**config.mk**
```make
export PLATFORM = sky130hd
export DESIGN_NAME = vhc_top
export DESIGN_NICKNAME = d
export VERILOG_FILES = /design/src/rtl/vhc_top.v /design/src/rtl/vhc_flags.v /design/src/rtl/vhc_mode_sel.v
export VERILOG_INCLUDE_DIRS = /design/src /design/src/include
export SDC_FILE = /design/constraint.sdc
export NUM_CORES = 1
export LEC_CHECK = 0
export BUFFER_PORTS_ARGS = -buffer_cell sky130_fd_sc_hd__buf_4
export CORE_MARGIN = 2
export CORE_UTILIZATION = 53
export CTS_CLUSTER_DIAMETER = 60
export DETAILED_ROUTE_END_ITERATION = 8
export GPL_TIMING_DRIVEN = 0
export PLACE_DENSITY = 0.78
export SYNTH_ARGS = -nofsm -noshare
export SYNTH_HDL_FRONTEND = slang
export SYNTH_SLANG_ARGS = --single-unit
```
**constraint.sdc**
```tcl
create_clock -name ref_clk -period 5.4 [get_ports ref_clk]
set_input_delay 1.35 -clock ref_clk [delete_from_list [all_inputs] [get_ports ref_clk]]
set_output_delay 1.35 -clock ref_clk [all_outputs]
set_load 0.01 [all_outputs]
```
**src/include/vhc_map.vh**
```
// register map, field positions, reset values and sizes of the vbi slicer host control block
// assumes one byte-wide register port on the pixel clock, fed by the serial host port engine
`ifndef VHC_MAP_VH
`define VHC_MAP_VH

// subaddresses
`define VHC_ADR_FIFO_OUT_CTRL 8'hC0
`define VHC_ADR_LINE_INT_CTRL 8'hC1
`define VHC_ADR_PIX_POS_LO 8'hC2
`define VHC_ADR_PIX_POS_HI 8'hC3
`define VHC_ADR_FIFO_THRESHOLD 8'hBD
`define VHC_ADR_FIFO_WORD_COUNT 8'hBC
`define VHC_ADR_FIRST_LINE 8'hD6
`define VHC_ADR_LAST_LINE 8'hD7
`define VHC_ADR_RANGE_MODE 8'hD8
`define VHC_ADR_WHOLE_EN 8'hD9
`define VHC_ADR_WHOLE_MODE 8'hDA
`define VHC_ADR_DATA_FIXED 8'hE0
`define VHC_ADR_DATA_AUTOINC 8'hE1
`define VHC_ADR_FIFO_READ 8'hE2
`define VHC_ADR_ADDR_B0 8'hE8
`define VHC_ADR_ADDR_B1 8'hE9
`define VHC_ADR_ADDR_B2 8'hEA
`define VHC_ADR_RAW_LO 8'hF0
`define VHC_ADR_RAW_HI 8'hF1
`define VHC_ADR_MASKED_LO 8'hF2
`define VHC_ADR_MASKED_HI 8'hF3
`define VHC_ADR_MASK_LO 8'hF4
`define VHC_ADR_MASK_HI 8'hF5
`define VHC_ADR_CLEAR_LO 8'hF6
`define VHC_ADR_CLEAR_HI 8'hF7

// field positions
`define VHC_LINT_F1_BIT 7
`define VHC_LINT_F2_BIT 6
`define VHC_HOST_ACCESS_BIT 0
`define VHC_WHOLE_EN_BIT 0
`define VHC_FLAG_COUNT 12

// reset values
`define VHC_RST_LINE_INT 8'h00
`define VHC_RST_PIX_POS 10'h01E
`define VHC_RST_FIRST_LINE 8'h06
`define VHC_RST_LAST_LINE 8'h1B
`define VHC_RST_MODE 8'hFF
`define VHC_RST_THRESHOLD 8'h80
`define VHC_MODE_NONE 8'hFF
`define VHC_LINE_MIN_VALID 6'h02

// fifo capacity in two-byte words
`define VHC_FIFO_WORDS 9'h100

`endif

```
**src/rtl/vhc_top.v**
```verilog
// host control of the vbi slicer: line interrupt, mode switch timing, indirect bus,
// fifo read port, word count and the raw/masked event flags with interrupt pin
// assumes the serial host engine, slicer, fifo storage and indirect bus sit on ref_clk
`timescale 1ns/1ps
`include "vhc_map.vh"

module vhc_top (
    input wire ref_clk,
    input wire rst,
    // byte register port from the host engine
    input wire [7:0] reg_addr,
    input wire [7:0] reg_wdata,
    input wire reg_wr,
    input wire reg_rd,
    output reg [7:0] reg_rdata,
    // video timing from the decoder
    input wire line_start,
    input wire [9:0] line_num,
    input wire field_two,
    input wire in_vblank,
    input wire [9:0] pixel_count,
    input wire [7:0] line_mode,
    // slicer mode outputs
    output reg [7:0] slice_mode,
    output reg slice_load,
    // indirect internal bus
    output reg [23:0] ibus_addr,
    output reg [7:0] ibus_wdata,
    output reg ibus_wr,
    output reg ibus_rd,
    input wire [7:0] ibus_rdata,
    // sliced data fifo
    input wire line_offer,
    input wire [7:0] line_words,
    output reg line_accept,
    output reg line_drop,
    input wire [7:0] fifo_rdata,
    output reg fifo_pop,
    output reg video_fifo_en,
    // event sources
    input wire ev_teletext,
    input wire ev_widescreen,
    input wire ev_program_system,
    input wire ev_timecode,
    input wire ev_caption2,
    input wire ev_caption1,
    input wire ev_hv_lock,
    input wire ev_copy_prot,
    input wire ev_standard,
    // interrupt pin
    output reg irq
);

    // decode helper: write or read strobe at one subaddress
    function hit;
        input [7:0] a;
        input [7:0] target;
        input strobe;
        begin
            hit = strobe && (a == target);
        end
    endfunction

    // control registers
    reg [7:0] line_interrupt_control; // field enables and line value
    reg [9:0] slice_switch_pixel_position; // mode switch point after hsync
    reg [7:0] slice_first_line; // start of sliced region
    reg [7:0] slice_last_line; // end of sliced region
    reg [7:0] range_slice_mode; // mode for the whole region
    reg [7:0] whole_field_enable; // bit 0 turns on whole-field slicing
    reg [7:0] whole_field_slice_mode; // mode used in whole-field slicing
    reg [7:0] fifo_output_control; // bit 0 routes fifo to host
    reg [7:0] fifo_threshold; // word count threshold
    reg [7:0] event_mask_low; // mask for low flags
    reg [3:0] event_mask_high; // mask for high flags
    reg [8:0] word_count; // words held in fifo
    reg byte_phase; // high when first byte of a word has been read
    reg line_pending; // a line passed its first line start
    reg lint_fired; // line interrupt already given this field
    reg thr_above_d; // threshold state one cycle ago
    reg inc_after_wr; // autoinc write waiting for its bus strobe

    // decoded strobes
    wire wr_clear_lo;
    wire wr_clear_hi;
    wire acc_fixed_rd;
    wire acc_inc_rd;
    wire acc_fixed_wr;
    wire acc_inc_wr;
    wire fifo_rd;
    wire host_access;
    wire [5:0] lint_value;
    wire lint_field_en;
    wire lint_event;
    wire thr_above;
    wire thr_event;
    wire [9:0] room_words;
    wire line_fits;
    wire [7:0] next_mode;
    wire [11:0] raw;
    wire [11:0] set_pulse;
    wire [11:0] clr_pulse;
    wire [11:0] masked;
    wire [11:0] mask_all;

    assign wr_clear_lo = hit(reg_addr, `VHC_ADR_CLEAR_LO, reg_wr);
    assign wr_clear_hi = hit(reg_addr, `VHC_ADR_CLEAR_HI, reg_wr);
    assign acc_fixed_rd = hit(reg_addr, `VHC_ADR_DATA_FIXED, reg_rd);
    assign acc_inc_rd = hit(reg_addr, `VHC_ADR_DATA_AUTOINC, reg_rd);
    assign acc_fixed_wr = hit(reg_addr, `VHC_ADR_DATA_FIXED, reg_wr);
    assign acc_inc_wr = hit(reg_addr, `VHC_ADR_DATA_AUTOINC, reg_wr);
    assign host_access = fifo_output_control[`VHC_HOST_ACCESS_BIT];
    // host reads pop the fifo only while host access is on
    assign fifo_rd = hit(reg_addr, `VHC_ADR_FIFO_READ, reg_rd) && host_access;

    // line interrupt: first line beyond the value, values 0 and 1 never fire
    assign lint_value = line_interrupt_control[5:0];
    assign lint_field_en = field_two ? line_interrupt_control[`VHC_LINT_F2_BIT]
                                     : line_interrupt_control[`VHC_LINT_F1_BIT];
    assign lint_event = line_start && lint_field_en && !lint_fired
                        && (lint_value >= `VHC_LINE_MIN_VALID)
                        && (line_num > {4'h0, lint_value});

    // threshold flag raised as the word count rises above threshold
    assign thr_above = word_count > {1'b0, fifo_threshold};
    assign thr_event = thr_above && !thr_above_d;

    // room check for a whole line offered by the slicer
    assign room_words = {1'b0, `VHC_FIFO_WORDS} - {1'b0, word_count};
    assign line_fits = {2'b00, line_words} <= room_words;

    // event bits in raw status order, high register above low
    assign set_pulse = {ev_hv_lock, ev_copy_prot, ev_standard, line_offer && !line_fits,
                        thr_event, ev_teletext, ev_widescreen, ev_program_system,
                        ev_timecode, ev_caption2, ev_caption1, lint_event};
    assign clr_pulse = {{4{wr_clear_hi}} & reg_wdata[3:0], {8{wr_clear_lo}} & reg_wdata};
    assign mask_all = {event_mask_high, event_mask_low};
    assign masked = raw & mask_all;

    // sticky raw flags; reads never clear them
    vhc_flags #(
        .N(`VHC_FLAG_COUNT)
    ) u_flags (
        .ref_clk(ref_clk),
        .rst(rst),
        .set_pulse(set_pulse),
        .clr_pulse(clr_pulse),
        .raw(raw)
    );

    // mode of the upcoming line
    vhc_mode_sel u_mode (
        .line_num(line_num),
        .in_vblank(in_vblank),
        .line_mode(line_mode),
        .first_line(slice_first_line),
        .last_line(slice_last_line),
        .range_mode(range_slice_mode),
        .whole_en(whole_field_enable[`VHC_WHOLE_EN_BIT]),
        .whole_mode(whole_field_slice_mode),
        .mode(next_mode)
    );

    // host writes to control registers
    always @(posedge ref_clk or posedge rst) begin
        if (rst) begin
            line_interrupt_control <= `VHC_RST_LINE_INT;
            slice_switch_pixel_position <= `VHC_RST_PIX_POS;
            slice_first_line <= `VHC_RST_FIRST_LINE;
            slice_last_line <= `VHC_RST_LAST_LINE;
            range_slice_mode <= `VHC_RST_MODE;
            whole_field_enable <= 8'h00;
            whole_field_slice_mode <= `VHC_RST_MODE;
            fifo_output_control <= 8'h00;
            fifo_threshold <= `VHC_RST_THRESHOLD;
            event_mask_low <= 8'h00;
            event_mask_high <= 4'h0;
        end else if (reg_wr) begin
            case (reg_addr)
                `VHC_ADR_LINE_INT_CTRL: begin
                    line_interrupt_control <= reg_wdata;
                end
                `VHC_ADR_PIX_POS_LO: begin
                    slice_switch_pixel_position[7:0] <= reg_wdata;
                end
                `VHC_ADR_PIX_POS_HI: begin
                    slice_switch_pixel_position[9:8] <= reg_wdata[1:0];
                end
                `VHC_ADR_FIRST_LINE: begin
                    slice_first_line <= reg_wdata;
                end
                `VHC_ADR_LAST_LINE: begin
                    slice_last_line <= reg_wdata;
                end
                `VHC_ADR_RANGE_MODE: begin
                    range_slice_mode <= reg_wdata;
                end
                `VHC_ADR_WHOLE_EN: begin
                    whole_field_enable <= {7'h00, reg_wdata[0]};
                end
                `VHC_ADR_WHOLE_MODE: begin
                    whole_field_slice_mode <= reg_wdata;
                end
                `VHC_ADR_FIFO_OUT_CTRL: begin
                    fifo_output_control <= {7'h00, reg_wdata[0]};
                end
                `VHC_ADR_FIFO_THRESHOLD: begin
                    fifo_threshold <= reg_wdata;
                end
                `VHC_ADR_MASK_LO: begin
                    event_mask_low <= reg_wdata;
                end
                `VHC_ADR_MASK_HI: begin
                    event_mask_high <= reg_wdata[3:0];
                end
                default: begin
                    // other subaddresses hold nothing here
                end
            endcase
        end
    end

    // indirect address: byte writes, auto increment after an autoinc port access
    // reads take their data at once and step at once; a write is shown on the bus
    // one cycle later and steps only then, so it lands at the old address
    // a data-port read right after an autoinc write still sees the old address
    always @(posedge ref_clk or posedge rst) begin
        if (rst) begin
            ibus_addr <= 24'h00_0000;
            inc_after_wr <= 1'b0;
        end else begin
            inc_after_wr <= acc_inc_wr;
            if (acc_inc_rd || inc_after_wr) begin
                ibus_addr <= ibus_addr + 24'h00_0001;
            end else if (hit(reg_addr, `VHC_ADR_ADDR_B0, reg_wr)) begin
                ibus_addr[7:0] <= reg_wdata;
            end else if (hit(reg_addr, `VHC_ADR_ADDR_B1, reg_wr)) begin
                ibus_addr[15:8] <= reg_wdata;
            end else if (hit(reg_addr, `VHC_ADR_ADDR_B2, reg_wr)) begin
                ibus_addr[23:16] <= reg_wdata;
            end
        end
    end

    // indirect bus write strobe: one cycle, address shown is the pre-increment one; ibus_rd stays low
    always @(posedge ref_clk or posedge rst) begin
        if (rst) begin
            ibus_wr <= 1'b0;
            ibus_rd <= 1'b0;
            ibus_wdata <= 8'h00;
        end else begin
            ibus_wr <= acc_fixed_wr || acc_inc_wr;
            ibus_rd <= 1'b0;
            if (acc_fixed_wr || acc_inc_wr) begin
                ibus_wdata <= reg_wdata;
            end
        end
    end

    // fifo word count: lines push whole word counts, two host reads pop one word
    always @(posedge ref_clk or posedge rst) begin
        if (rst) begin
            word_count <= 9'h000;
            byte_phase <= 1'b0;
            line_accept <= 1'b0;
            line_drop <= 1'b0;
            fifo_pop <= 1'b0;
            thr_above_d <= 1'b0;
        end else begin
            line_accept <= line_offer && line_fits;
            line_drop <= line_offer && !line_fits;
            fifo_pop <= fifo_rd;
            thr_above_d <= thr_above;
            if (fifo_rd) begin
                byte_phase <= !byte_phase;
            end
            if (line_offer && line_fits) begin
                word_count <= word_count + {1'b0, line_words}
                              - {8'h00, fifo_rd && byte_phase && (word_count != 9'h000)};
            end else if (fifo_rd && byte_phase && (word_count != 9'h000)) begin
                word_count <= word_count - 9'h001;
            end
        end
    end

    // line interrupt re-arms at every line start at or below the value
    always @(posedge ref_clk or posedge rst) begin
        if (rst) begin
            lint_fired <= 1'b0;
            line_pending <= 1'b0;
        end else if (line_start) begin
            line_pending <= 1'b1;
            if (line_num <= {4'h0, lint_value}) begin
                lint_fired <= 1'b0;
            end else if (lint_event) begin
                lint_fired <= 1'b1;
            end
        end
    end

    // slicer reloads its settings when the pixel count hits the switch point
    always @(posedge ref_clk or posedge rst) begin
        if (rst) begin
            slice_mode <= `VHC_MODE_NONE;
            slice_load <= 1'b0;
        end else begin
            slice_load <= 1'b0;
            if (line_pending && (pixel_count == slice_switch_pixel_position)) begin
                slice_mode <= next_mode;
                slice_load <= 1'b1;
            end
        end
    end

    // interrupt pin and fifo routing from flops
    always @(posedge ref_clk or posedge rst) begin
        if (rst) begin
            irq <= 1'b0;
            video_fifo_en <= 1'b1;
        end else begin
            irq <= |masked;
            video_fifo_en <= !host_access;
        end
    end

    // read data, ready one cycle after the read strobe
    always @(posedge ref_clk or posedge rst) begin
        if (rst) begin
            reg_rdata <= 8'h00;
        end else if (reg_rd) begin
            case (reg_addr)
                `VHC_ADR_LINE_INT_CTRL: reg_rdata <= line_interrupt_control;
                `VHC_ADR_PIX_POS_LO: reg_rdata <= slice_switch_pixel_position[7:0];
                `VHC_ADR_PIX_POS_HI: reg_rdata <= {6'h00, slice_switch_pixel_position[9:8]};
                `VHC_ADR_FIRST_LINE: reg_rdata <= slice_first_line;
                `VHC_ADR_LAST_LINE: reg_rdata <= slice_last_line;
                `VHC_ADR_RANGE_MODE: reg_rdata <= range_slice_mode;
                `VHC_ADR_WHOLE_EN: reg_rdata <= whole_field_enable;
                `VHC_ADR_WHOLE_MODE: reg_rdata <= whole_field_slice_mode;
                `VHC_ADR_FIFO_OUT_CTRL: reg_rdata <= fifo_output_control;
                `VHC_ADR_FIFO_THRESHOLD: reg_rdata <= fifo_threshold;
                `VHC_ADR_FIFO_WORD_COUNT: reg_rdata <= word_count[8] ? 8'hFF : word_count[7:0];
                `VHC_ADR_DATA_FIXED: reg_rdata <= ibus_rdata;
                `VHC_ADR_DATA_AUTOINC: reg_rdata <= ibus_rdata;
                `VHC_ADR_FIFO_READ: reg_rdata <= host_access ? fifo_rdata : 8'h00;
                `VHC_ADR_ADDR_B0: reg_rdata <= ibus_addr[7:0];
                `VHC_ADR_ADDR_B1: reg_rdata <= ibus_addr[15:8];
                `VHC_ADR_ADDR_B2: reg_rdata <= ibus_addr[23:16];
                `VHC_ADR_RAW_LO: reg_rdata <= raw[7:0];
                `VHC_ADR_RAW_HI: reg_rdata <= {4'h0, raw[11:8]};
                `VHC_ADR_MASKED_LO: reg_rdata <= masked[7:0];
                `VHC_ADR_MASKED_HI: reg_rdata <= {4'h0, masked[11:8]};
                `VHC_ADR_MASK_LO: reg_rdata <= event_mask_low;
                `VHC_ADR_MASK_HI: reg_rdata <= {4'h0, event_mask_high};
                default: reg_rdata <= 8'h00;
            endcase
        end
    end

endmodule

```
**src/rtl/vhc_flags.v**
```verilog
// sticky event flag bank: hardware sets, host clears by writing ones
// assumes set and clear pulses come from logic on the same pixel clock
`timescale 1ns/1ps

module vhc_flags #(
    parameter N = 12
) (
    input wire ref_clk,
    input wire rst,
    input wire [N-1:0] set_pulse,
    input wire [N-1:0] clr_pulse,
    output wire [N-1:0] raw
);

    reg [N-1:0] flag; // one sticky bit per event source
    genvar i;

    // each bit holds until cleared; a set in the clear cycle wins
    generate
        for (i = 0; i < N; i = i + 1) begin : g_flag
            always @(posedge ref_clk or posedge rst) begin
                if (rst) begin
                    flag[i] <= 1'b0;
                end else if (set_pulse[i]) begin
                    flag[i] <= 1'b1;
                end else if (clr_pulse[i]) begin
                    flag[i] <= 1'b0;
                end
            end
        end
    endgenerate

    assign raw = flag;

endmodule

```
**src/rtl/vhc_mode_sel.v**
```verilog
// picks the slicing mode of one line from per-line, range and whole-field settings
// assumes all inputs are settled flops of the pixel clock domain
`timescale 1ns/1ps
`include "vhc_map.vh"

module vhc_mode_sel (
    input wire [9:0] line_num,
    input wire in_vblank,
    input wire [7:0] line_mode,
    input wire [7:0] first_line,
    input wire [7:0] last_line,
    input wire [7:0] range_mode,
    input wire whole_en,
    input wire [7:0] whole_mode,
    output reg [7:0] mode
);

    reg in_range; // line inside the programmed region

    // priority: per-line, then range, then whole-field
    always @* begin
        in_range = (line_num >= {2'b00, first_line}) && (line_num <= {2'b00, last_line});
        mode = `VHC_MODE_NONE;
        if (in_range && in_vblank) begin
            if (line_mode != `VHC_MODE_NONE) begin
                mode = line_mode;
            end else if (range_mode != `VHC_MODE_NONE) begin
                mode = range_mode;
            end else if (whole_en) begin
                mode = whole_mode;
            end
        end else if (whole_en && !in_vblank) begin
            mode = whole_mode;
        end
    end

endmodule

```
==> flow_summary.json <==
{
  "grt_max_degree": 44,
  "portBuffers": 136,
  "drcViolationCount": 0,
  "synth_area_mm2": 0.00993,
  "stdcell_count": 1516,
  "power.leakage_nw": 5.40,
  "dieArea_mm2": 0.0198,
  "area_delta_synth_final_pct": 20.1,
  "grt_pass1_wl_um": 53300,
  "synth-seq-area-share_pct": 39.0,
  "via_per_inst": 6.39,
  "slowest_stage": "nor4b_4",
  "crit_fanout": 10,
  "drive_gt1_share_pct": 24.0,
  "gp_congestion": 0.998,
  "final_cell_mix": "buf_4 (140), nand2_1 (136), dfrtp_1 (117), nor2_1 (75), inv_1 (74)",
  "ys_types": 75,
  "htreeDepth": 4,
  "cts_tree": "done",
  "cts_setup_buffers": 0,
  "cts_root_buffer": "clkbuf_16",
  "synth_seq_cells": 153,
  "synth-edff-count": 0,
  "ant_nets": 0,
  "syn-num-nets": 1253,
  "antenna_found_initial": 0,
  "skew_ps": 14.0,
  "dp_cells": 1484,
  "intPower_mw": 2.53,
  "crit_end": "word_count[8]",
  "tns_ps": 0,
  "grt_pass1_vias": 9446,
  "path_common_cell": "inv_1",
  "hp-class": "reg2reg",
  "tightest_slew_ps": 1110,
  "track_usage_pct": 35.1,
  "num_rows": 50,
  "clkSinkCount": 153,
  "reg2reg_slack_ps": 1340,
  "status": "completed",
  "rsz0062_at_grt": "false",
  "initial_core_util_pct": 53.6,
  "drv_slew": 0,
  "netlist_instances": 1110,
  "hold-path-cell-count": 1,
  "finish.net_count": 1412,
  "drt_first_pass_iters": 8,
  "async_flop_share_pct": 100,
  "slew_headroom_pct": 25.0,
  "final_common_cell": "buf_4",
  "grt-ovfl-total": 0,
  "dp_hpwl_um": 26000,
  "ctsHoldBuffers": 0,
  "worstPathCellList": "buf_4, buf_4, nor4b_4, nand2_2, nor2_1, nand4b_1, inv_1, ha_1, inv_1, ha_1, inv_1, fa_1, nor2b_1, o2111ai_1, nand3_1, o41ai_1, xnor2_1, mux2i_1, xnor2_1",
  "cp-start-kind": "primary input",
  "vias": 9690,
  "drt-initial-drc-count": 1001,
  "chipWidth_um": 141,
  "critPathLaunch": "reg_addr[3]",
  "reg2reg_from": "word_count[0]",
  "critPathKind": "in2reg",
  "pwr-share-seq_pct": 36.7,
  "core_mm2": 0.0185,
  "power_frac_clock_pct": 31.9,
  "ys.flop_type": "dfrtp_1",
  "clk_path_buf_depth": 2,
  "worst_r2r_endpoint": "word_count[8]",
  "ff2ff_path_depth": 20,
  "final_hold_viol_count": 0,
  "antenna_cells": 0,
  "insertion_delay_ps": 440,
  "cp_num_cells": 19,
  "dieHeight_um": 141,
  "cp_num_buf_inv": 5,
  "p_sw_mw": 1.37,
  "critPathCaptureType": "flop",
  "p_sw_share_pct": 35.1,
  "cts_made_buffers": 17,
  "setup_viol": 0,
  "slowest_delay_ps": 540,
  "required_ps": 5700,
  "ys_warn_count": 0,
  "power_density_mw_per_mm2": 327,
  "finalCritPeriodShare_pct": 89.6,
  "ctsResizeCount": 0,
  "peakVddDrop_uv": 264,
  "routed_wl_um": 34800,
  "critPathTopFamily": "simple AND/OR/NAND/NOR gates",
  "power_frac_comb_pct": 31.3,
  "clock.fmax_mhz": 207,
  "arrival_ps": 5140,
  "boundaryPins": 141,
  "cap_violations": 0,
  "syn_area_per_cell_um2": 8.94,
  "path_clk_slew_ps": 60,
  "min_period_ps": 4840,
  "wl_per_cell_um": 22.9
}
-- power by group through the flow --
stage / clock network, mW / registers, mW / logic (mW)
finish: 1.24 / 1.43 / 1.22
floorplan: 0 / 1.41 / 0.812
global route: 1.29 / 1.44 / 1.35
CTS: 1.24 / 1.42 / 1.22
detailed placement: 0 / 1.44 / 1.20
global placement: 0 / 1.44 / 1.15
-- flip-flops by register name, summed over array words and instances, names as in the netlist, 4 cells and up --
signal,flops
ibus_wdata,8
word_count,9
reg_rdata,8
slice_switch_pixel_position,10
event_mask_low,8
slice_last_line,8
whole_field_slice_mode,8
u_flags.raw,12
slice_first_line,8
event_mask_high,4
ibus_addr,24
line_interrupt_control,8
fifo_threshold,8
slice_mode,8
range_slice_mode,8
-- layout make-up --
cell class / count / area (µm²)
inverter: 77 / 293
fill: 1579 / 6590
sequential: 153 / 3870
buffer: 61 / 274
timing repair buffer: 140 / 1100
tap: 234 / 293
clock inverter: 14 / 161
multi-input combinational: 819 / 5490
clock buffer: 18 / 439
-- synthesized netlist by cell type (4+ instances only) --
cell type  instances  area (µm²)
dfstp_2           36         946
a32oi_1           16         140
o22ai_1           10        62.6
mux2i_1           16         160
nand3b_1           9        67.6
a22o_1             4        35.0
nor2b_1           16         100
or2_2              5        31.3
o32ai_1            4        35.0
ha_1              57         713
a311oi_1           4        35.0
nand3_1           47         235
a211oi_1          18         135
a21oi_1           56         280
a221oi_1           5        43.8
nand4b_1           4        35.0
a22oi_1           12        90.1
nand2b_1          12        75.1
o31ai_1            4        30.0
nand4_1           19         119
nor3_1            25         125
a211o_1            5        43.8
o2111ai_1          4        35.0
and4_1             4        35.0
a2111oi_0          6        52.6
xnor2_1           29         254
nor2_1            75         282
inv_1             75         282
a21o_1            15         113
a31oi_1           11        68.8
buf_2             17        85.1
o211ai_1           6        45.0
nand2_1          136         510
buf_4              4        30.0
mux2_2            56         631
dfrtp_1          117        2930
o21ai_0           68         340
clkbuf_1          35         131
and3_1            13        81.3
-- metal layers --
metal | GRT usage [%] | share of wire (%) | vias to the layer above
met1 | 45.1 | 40 | 4715
met4 | 17.0 | 5.0 | 0
met5 | 0 | 0 | -
met2 | 57.1 | 46 | 551
li1 | - | - | 4315
met3 | 7.24 | 8.7 | 109
-- worst register-to-register path, stage by stage, from the launching register on --
cell       delay [ps]
dfrtp_1           450
inv_1             160
ha_1              220
and3_1            250
nand3_1           190
nor3_1            180
ha_1              250
nand4b_1          220
inv_1              70
ha_1              270
inv_1              40
ha_1              200
inv_1              70
fa_1              210
nor2b_1            80
o2111ai_1         190
nand3_1           140
o41ai_1           350
xnor2_1           160
mux2i_1           100
xnor2_1           140
-- through the flow --
| step | instance area, µm² | total power [mW] | utilization, % | hold slack, ps | setup WS, ps |
|---|---|---|---|---|---|
| floorplan | 9930 | 2.22 | - | 433 | 1200 |
| global placement | 11200 | 2.60 | 60.7 | 437 | 284 |
| detailed placement | 11300 | 2.65 | 61.1 | 443 | 243 |
| CTS | 11900 | 3.88 | 64.4 | 451 | 672 |
| global route | 11900 | 4.09 | 64.4 | 486 | 367 |
| finish | 11900 | 3.90 | 64.4 | 448 | 564 |
-- cell families (layout without fill, tap and decap cells) --
| family | Yosys count | count (layout) | synth area share (%) |
|---|---|---|---|
| and+or+nand+nor | 389 | 389 | 19.3 |
| muxes | 72 | 72 | 7.97 |
| AOI/OAI and AO/OA | 268 | 268 | 17.8 |
| DFF | 153 | 153 | 39.0 |
| other | 1 | 1 | 0.0378 |
| buffers and inverters | 138 | 310 | 5.67 |
| adders and majority gates | 58 | 58 | 7.39 |
| xor gates and xnor gates | 31 | 31 | 2.74 |
-- worst min-delay path by stage --
stage                          start              to
final                     lint_fired  u_flags.raw[0]
after global routing      lint_fired  u_flags.raw[0]
after CTS                 lint_fired  u_flags.raw[0]
after detailed placement  lint_fired  u_flags.raw[0]
after global placement    lint_fired  u_flags.raw[0]
after floorplan           lint_fired  u_flags.raw[0]
No activity file was read; power rests on OpenSTA's default activity.
